<file path="src/rtl/lech_consts.svh">
/*
 * Constants for the lane 5/6 error counter hold configuration bank:
 * register offsets, field positions, reset values and counter limits.
 * Assumes the register port carries a 12-bit address and 8-bit data.
 */
`ifndef LECH_CONSTS_SVH
`define LECH_CONSTS_SVH

`define LECH_ADDR_W          12
`define LECH_DATA_W          8
`define LECH_LANE5_HOLD_OFS  12'h48d
`define LECH_LANE6_HOLD_OFS  12'h48e
`define LECH_HOLD_MSB        2
`define LECH_HOLD_LSB        0
`define LECH_HOLD_RESET      3'h7
`define LECH_RSVD_W          5
`define LECH_RDATA_RESET     8'h00
`define LECH_COUNT_W         8
`define LECH_COUNT_RESET     8'h00

`endif

</file>
<file path="src/rtl/lech_pkg.sv">
/*
 * Types shared by the lane 5/6 error counter hold configuration bank.
 * Assumes lech_consts.svh is on the include path.
 */
`include "lech_consts.svh"

package lech_pkg;

    // One bit per error kind; field order follows the hold-enable bit order
    typedef struct packed {
        logic unexpected_control_char_error;
        logic code_missing_error;
        logic bad_disparity_error;
    } lech_err_type;

    // The three 8-bit error counts of one lane, same order as above
    typedef struct packed {
        logic [`LECH_COUNT_W-1:0] unexpected_control_char_error;
        logic [`LECH_COUNT_W-1:0] code_missing_error;
        logic [`LECH_COUNT_W-1:0] bad_disparity_error;
    } lech_cnt_type;

    // Whole register state of the bank
    typedef struct packed {
        lech_err_type             lane5_count_hold_enable;
        lech_err_type             lane6_count_hold_enable;
        logic [`LECH_DATA_W-1:0]  rdata;
    } lech_regs_type;

endpackage

</file>
<file path="src/rtl/lech_err_counter.sv">
/*
 * One lane error counter that either saturates at all ones or rolls over.
 * Assumes error pulses and clears are synchronous to CORE_CLK.
 */
`timescale 1ns/100ps
`default_nettype none
`include "lech_consts.svh"

module lech_err_counter #(
    parameter int COUNT_W = `LECH_COUNT_W
) (
    input  wire logic               clk,
    input  wire logic               nrst,
    input  wire logic               hold_enable,
    input  wire logic               error_event,
    input  wire logic               count_clear,
    output logic [COUNT_W-1:0]      count
);
    import lech_pkg::*;

    typedef struct packed {
        logic [COUNT_W-1:0] count;
    } lech_ctr_state_type;

    lech_ctr_state_type state;
    lech_ctr_state_type next_state;

    localparam logic [COUNT_W-1:0] TERMINAL = {COUNT_W{1'b1}};

    generate
        if (COUNT_W < 2) begin : g_bad_width
            $error("lech_err_counter: COUNT_W must be at least 2");
        end
    endgenerate

    // A clear coinciding with an error keeps that error, so the count restarts at one
    always_comb begin
        next_state = state;
        if (count_clear) begin
            next_state.count = error_event ? COUNT_W'(1) : '0;
        end else if (error_event) begin
            if (hold_enable && state.count == TERMINAL) begin
                next_state.count = TERMINAL;
            end else begin
                next_state.count = state.count + COUNT_W'(1);
            end
        end
    end

    always_ff @(posedge clk) begin
        if (!nrst) begin
            state <= '0;
        end else begin
            state <= next_state;
        end
    end

    assign count = state.count;
endmodule

`default_nettype wire

</file>
<file path="src/rtl/lech_top.sv">
/*
 * Hold-enable configuration registers for the lane 5 and lane 6 error
 * counters of the quad_byte_deframer, plus the six counters they steer.
 * Assumes a register port from the serial control decoder, one access
 * per cycle, 12-bit address, 8-bit data, all synchronous to CORE_CLK.
 */
//
// How it works
// - With hold set, a counter reaching 0xff stays there until software clears it.
// - With hold clear, a counter rolls over past 0xff.
// - Hold bit 2 unexpected control char, bit 1 code missing, bit 0 disparity.
// - Each lane has its own writable three-bit hold field, reset value 0x7.
`timescale 1ns/100ps
`default_nettype none
`include "lech_consts.svh"

module lech_top #(
    parameter int LANES   = 2,
    parameter int COUNT_W = `LECH_COUNT_W
) (
    input  wire logic                       CORE_CLK,
    input  wire logic                       NRST,
    input  wire logic                       REG_WR,
    input  wire logic                       REG_RD,
    input  wire logic [`LECH_ADDR_W-1:0]    REG_ADDR,
    input  wire logic [`LECH_DATA_W-1:0]    REG_WDATA,
    output logic      [`LECH_DATA_W-1:0]    REG_RDATA,
    input  wire lech_pkg::lech_err_type     ERR_EVENT [LANES],
    input  wire lech_pkg::lech_err_type     COUNT_CLEAR [LANES],
    output lech_pkg::lech_cnt_type          ERR_COUNT [LANES]
);
    import lech_pkg::*;

    lech_regs_type state;
    lech_regs_type next_state;

    logic [2:0] hold_bits [LANES];
    logic [2:0] event_bits [LANES];
    logic [2:0] clear_bits [LANES];
    logic [2:0][COUNT_W-1:0] cnt_bits [LANES];

    generate
        if (LANES != 2) begin : g_bad_lanes
            $error("lech_top: only lanes 5 and 6 are served, LANES must be 2");
        end
        if (COUNT_W != `LECH_COUNT_W) begin : g_bad_count
            $error("lech_top: COUNT_W must match the package count width");
        end
    endgenerate

    // Address match, shared by the write and the read decode
    function automatic logic addr_hit(input logic [`LECH_ADDR_W-1:0] addr,
                                      input logic [`LECH_ADDR_W-1:0] ofs);
        addr_hit = (addr == ofs);
    endfunction

    // Read value of one hold register; the reserved bits are forced to zero
    function automatic logic [`LECH_DATA_W-1:0] hold_read(input lech_err_type f);
        hold_read = {{`LECH_RSVD_W{1'b0}}, f};
    endfunction

    // Register write and read decode; unmapped reads answer zero.
    // Writes are not gated by soft reset: keeping them quiet in operation is up to software.
    always_comb begin
        next_state = state;
        if (REG_WR && addr_hit(REG_ADDR, `LECH_LANE5_HOLD_OFS)) begin
            next_state.lane5_count_hold_enable =
                lech_err_type'(REG_WDATA[`LECH_HOLD_MSB:`LECH_HOLD_LSB]);
        end
        if (REG_WR && addr_hit(REG_ADDR, `LECH_LANE6_HOLD_OFS)) begin
            next_state.lane6_count_hold_enable =
                lech_err_type'(REG_WDATA[`LECH_HOLD_MSB:`LECH_HOLD_LSB]);
        end
        if (REG_RD) begin
            if (addr_hit(REG_ADDR, `LECH_LANE5_HOLD_OFS)) begin
                next_state.rdata = hold_read(state.lane5_count_hold_enable);
            end else if (addr_hit(REG_ADDR, `LECH_LANE6_HOLD_OFS)) begin
                next_state.rdata = hold_read(state.lane6_count_hold_enable);
            end else begin
                next_state.rdata = `LECH_RDATA_RESET;
            end
        end
    end

    // Both hold fields come up set so every counter saturates by default
    always_ff @(posedge CORE_CLK) begin
        if (!NRST) begin
            state.lane5_count_hold_enable <= lech_err_type'(`LECH_HOLD_RESET);
            state.lane6_count_hold_enable <= lech_err_type'(`LECH_HOLD_RESET);
            state.rdata                   <= `LECH_RDATA_RESET;
        end else begin
            state <= next_state;
        end
    end

    assign REG_RDATA    = state.rdata;
    assign hold_bits[0] = state.lane5_count_hold_enable;
    assign hold_bits[1] = state.lane6_count_hold_enable;

    // Bit k of a hold field steers counter k of the lane; struct order keeps 2/1/0 aligned
    genvar g;
    genvar k;
    generate
        for (g = 0; g < LANES; g++) begin : g_lane
            assign event_bits[g] = ERR_EVENT[g];
            assign clear_bits[g] = COUNT_CLEAR[g];
            assign ERR_COUNT[g]  = lech_cnt_type'(cnt_bits[g]);
            for (k = 0; k < 3; k++) begin : g_kind
                lech_err_counter #(
                    .COUNT_W     (COUNT_W)
                ) u_ctr (
                    .clk         (CORE_CLK),
                    .nrst        (NRST),
                    .hold_enable (hold_bits[g][k]),
                    .error_event (event_bits[g][k]),
                    .count_clear (clear_bits[g][k]),
                    .count       (cnt_bits[g][k])
                );
            end
        end
    endgenerate
endmodule

`default_nettype wire

</file>
<file path="config.mk">
export PLATFORM = sky130hd
export DESIGN_NAME = lech_top
export DESIGN_NICKNAME = d
export VERILOG_FILES = /design/src/rtl/lech_pkg.sv /design/src/rtl/lech_err_counter.sv /design/src/rtl/lech_top.sv
export VERILOG_INCLUDE_DIRS = /design/src /design/src/rtl
export SDC_FILE = /design/constraint.sdc
export NUM_CORES = 1
export LEC_CHECK = 0
export CAP_MARGIN = 20
export CORE_MARGIN = 5
export CORE_UTILIZATION = 35
export DETAILED_ROUTE_END_ITERATION = 16
export DONT_BUFFER_PORTS = 1
export PLACE_DENSITY = 0.62
export SYNTH_ARGS = -nofsm -noshare
export SYNTH_HDL_FRONTEND = slang
export SYNTH_HIERARCHICAL = 1
export SYNTH_SLANG_ARGS = --single-unit
</file>
<file path="constraint.sdc">
create_clock -name CORE_CLK -period 1.4 [get_ports CORE_CLK]
set_input_delay 0.07 -clock CORE_CLK [delete_from_list [all_inputs] [get_ports CORE_CLK]]
set_output_delay 0.07 -clock CORE_CLK [all_outputs]
set_load 0.005 [all_outputs]
</file>
==> metrics.md <==
| Metric | Value |
|---|---|
| Maximum fanout along the worst path | 5 |
| PwrDens | approximately 900 mW/mm^2 |
| Yosys warning total | 6 |
| Iteration-0 DRC count of the detailed router | a little under 90 |
| Critical path's largest stage delay | between 0.3 and 0.4 ns |
| Primary flip-flop cell chosen by synthesis mapping | sky130_fd_sc_hd__dfxtp_1 |
| Initial antenna violation count | 0 |
| Initial Utilization | 35.8% |
| Share of synthesized flip-flops with an asynchronous set or reset | 0% |
| Maximum operating frequency | 0.773 GHz |
| Crit path cell chain | ha_1 -> and4_1 -> nor4b_1 -> nor3_1 |
| Minimum clock period | 1.29 ns |
| Core footprint | 0.00818 sq mm |
| Clock root buffer master | sky130_fd_sc_hd__clkbuf_8 |
| Number of H-tree levels | 3 |
| Setup fix buffers added after clock tree synthesis | 0 |
| Number of synthesized flops with an enable pin | 0 |
| Final Skew | 0.00922 ns |
| Register Area | 0.00114 sq mm |
| Share of total power in combinational logic | 7.3% |
| Cell area after synthesis | 0.00293 sq mm |
| Portion of synthesized cell area occupied by the leading cell type | between 30 and 40% |
| Worst slew margin relative to its limit | between 50% and 60% |
| Class of the most critical setup path | reg2reg |
| Final Net Count | 413 |
| Total routed wirelength | slightly above 8000 um |
| Setup TNS after final layout | 0 ns |
| Average cell area after synthesis | 9.07 sq um |
| Max Cap Viol | 0 |
| Total power | 3.21 mW |
| Total iterations of the first detailed-routing run | 4 |
| Arr. time, crit path | roughly 1.5 ns |
| Type of destination of the critical path | register |
| # setup viols final | 0 |
| Number of rows in the core area | 33 |
| Post-synthesis cell count | 323 |
| DRC viols | 0 |
| Pin count of the biggest net entering global routing | 16 |
| Most frequent cells after synthesis | sky130_fd_sc_hd__dfxtp_1 (57), sky130_fd_sc_hd__a31oi_1 (27), sky130_fd_sc_hd__o21ai_0 (27) |
| Final Hold Fails | 0 |
| Leading cell type by number of instances after synthesis | sky130_fd_sc_hd__dfxtp_1 |
| Area growth, synth to finish | 20.9% |
| All-layer global routing usage | between 10% and 20% |
| Setup repair after global routing missed its margin | false |
| Critical path data required time | 1.62 ns |
| Die Ht | 101 um |
| Seq/Total Area, Yosys | 39.0% |
| Share of power burned in the clock network | 40.8% |
| Clock transition at path regs | approximately 0.070 ns |
| Vias in the first global route | 2683 |
| Cell taking the most area after synthesis | sky130_fd_sc_hd__dfxtp_1 |
| CTS tree | done |
| Switching power share of the total | 24.3% |
| Static leakage | 1.19 nW |
| Final worst path period share | 92.4% |
| Area of the multi-input gates | 0.00168 sq mm |
| Average vias per placed instance | ~5.8 |
| Port Buffer Count | 0 |
| Max-slew violation count | 0 |
| Seq cells post-synth | 57 |
| Clock Path Buffers | 2 |
| Critical path startpoint category | register |
| Leftover overflow at the end of global routing | 0 |
| Total die area | 0.0103 sq mm |
| Highest-delay cell along the critical path | sky130_fd_sc_hd__dfxtp_1 |
| Detailed-route via count | 2765 |
| Min-delay worst type | in2reg |
| I/O Pins | 92 |
| Number of filler cells placed in the layout | 820 |
| Share of final-layout standard cells stronger than drive strength 1 | 17.1% |
| Number of clock buffers inserted by TritonCTS | 9 |
| Number of diodes added for antenna fixing | 0 |
| X dimension of the die | 101 um |
| HPWL Detailed | just under 6000 um |
| Last weighted congestion value of the routability-driven placer | 0.838 |
| Pint | 2.43 mW |
| Clock latency at the later pin of the worst-skew pair | about 0.33 ns |
| Count of nets left with antenna violations after detail routing | 0 |
| Clock net sink count | 57 |
| Net Sw Power | 780 uW |
| First-pass GRT wire length | 12900 um |
| Worst VDD drop | approximately 0.00038 V |
| Share of power burned in registers | 51.9% |
| Pin slew with the least headroom to its limit | 0.713 ns |
| Result of the run | completed |
| Average wire per standard cell | 16.9 um |
| Largest cells by area after synthesis | sky130_fd_sc_hd__dfxtp_1 (39%), sky130_fd_sc_hd__a31oi_1 (5.8%), sky130_fd_sc_hd__o21ai_0 (4.6%), sky130_fd_sc_hd__and4_1 (3.6%), sky130_fd_sc_hd__a21oi_1 (3.1%) |
| Number of unique standard cell types used by synthesis | 36 |
-- flip-flops by register name (all words and copies together) (netlist names) --
signal                     flops
g_lane.g_kind.u_ctr/count     48
REG_RDATA                      3
hold_bits                      6
-- per-stage QoR --
step	hold WS [ns]	util (%)	instances	cell area [sq um]	worst slack (ns)
floorplan	0.171	-	327	2940	0.0153
CTS	0.0118	43.3	480	3540	0.113
finish	0.0252	43.3	480	3540	0.106
detailed placement	0.145	39.0	446	3180	-0.00975
global placement	0.141	39.0	446	3180	0.0199
global route	0.0243	43.3	480	3540	0.0252
-- power groups by stage --
stage	registers, mW	logic (mW)	clock network, mW
detailed placement	1.70	0.164	0
CTS	1.66	0.233	1.35
global route	1.66	0.259	1.42
finish	1.66	0.233	1.31
global placement	1.70	0.162	0
floorplan	1.71	0.132	0
-- critical path: cells and delay by family (launching register included) --
kind / cells / cell delay (ns)
fa+ha+maj: 1 / 0.22
flops: 1 / 0.32
simple gates: 3 / 0.65
-- kinds of logic after synthesis --
logic type	after synthesis	synth area share, %
and+or+nand+nor	127	30.7
other	1	0.128
DFF	57	39.0
AOI/OAI and AO/OA	105	22.2
adders and majority gates	6	2.56
buffers and inverters	24	4.49
muxes	3	1.03
-- final timing paths --
path / cells after the start / slack [ns] / startpoint / endpoint
setup / recovery: 4 / 0.11 / g_lane[1].g_kind[0].u_ctr/count[0]$_SDFFE_PN0P_ / g_lane[1].g_kind[0].u_ctr/count[7]$_SDFFE_PN0P_
hold / removal: 2 / 0.03 / COUNT_CLEAR[4] / g_lane[0].g_kind[1].u_ctr/count[6]$_SDFFE_PN0P_
setup reg to reg: 4 / 0.11 / g_lane[1].g_kind[0].u_ctr/count[0]$_SDFFE_PN0P_ / g_lane[1].g_kind[0].u_ctr/count[7]$_SDFFE_PN0P_
hold reg to reg: 2 / 0.54 / hold_bits[0]$_SDFFE_PN1P_ / hold_bits[0]$_SDFFE_PN1P_
-- repair_timing --
action                                  in CTS  in global routing
hold endpoints to repair                    53                  0
endpoints found under the setup margin       0                  1
resized for setup                            0                  1
hold buffers                                19                  0
-- cell type report --
cell class / count / share of cell area [%]
timing repair buffer: 45 / 10.9
clock inverter: 4 / 0.565
clock buffer: 11 / 3.99
inverter: 12 / 1.27
tap: 105 / 3.71
multi-input combinational: 246 / 47.4
sequential: 57 / 32.2
-- placed cells by master (no fill, tap or decap), types with 5 or more instances in the layout --
master / count
sky130_fd_sc_hd__a21oi_2: 6
sky130_fd_sc_hd__buf_4: 26
sky130_fd_sc_hd__nand4_1: 9
sky130_fd_sc_hd__conb_1: 5
sky130_fd_sc_hd__a21oi_1: 18
sky130_fd_sc_hd__a311oi_1: 6
sky130_fd_sc_hd__and4_1: 12
sky130_fd_sc_hd__o21ai_0: 27
sky130_fd_sc_hd__nand2_1: 18
sky130_fd_sc_hd__ha_1: 6
sky130_fd_sc_hd__nor3b_1: 6
sky130_fd_sc_hd__nand3_1: 9
sky130_fd_sc_hd__o21ai_1: 6
sky130_fd_sc_hd__nor4b_1: 5
sky130_fd_sc_hd__dlygate4sd3_1: 19
sky130_fd_sc_hd__dfxtp_1: 57
sky130_fd_sc_hd__nor2b_1: 13
sky130_fd_sc_hd__a211oi_1: 6
sky130_fd_sc_hd__nand3_2: 6
sky130_fd_sc_hd__and2_1: 6
sky130_fd_sc_hd__nor3_1: 12
sky130_fd_sc_hd__and4_4: 6
sky130_fd_sc_hd__clkbuf_8: 10
sky130_fd_sc_hd__nor4_1: 7
sky130_fd_sc_hd__inv_1: 12
sky130_fd_sc_hd__or2b_1: 6
sky130_fd_sc_hd__o31a_1: 6
sky130_fd_sc_hd__a31oi_1: 27
-- metal layers --
layer / track usage, % / wire length, um / up-vias
met5: 0 / 0 / -
met4: 6.34 / 129 / 0
met3: 5.17 / 568 / 15
met2: 26.7 / 3900 / 78
met1: 18.3 / 3540 / 1320
li1: - / - / 1352
No activity file was read; power rests on OpenSTA's default activity.
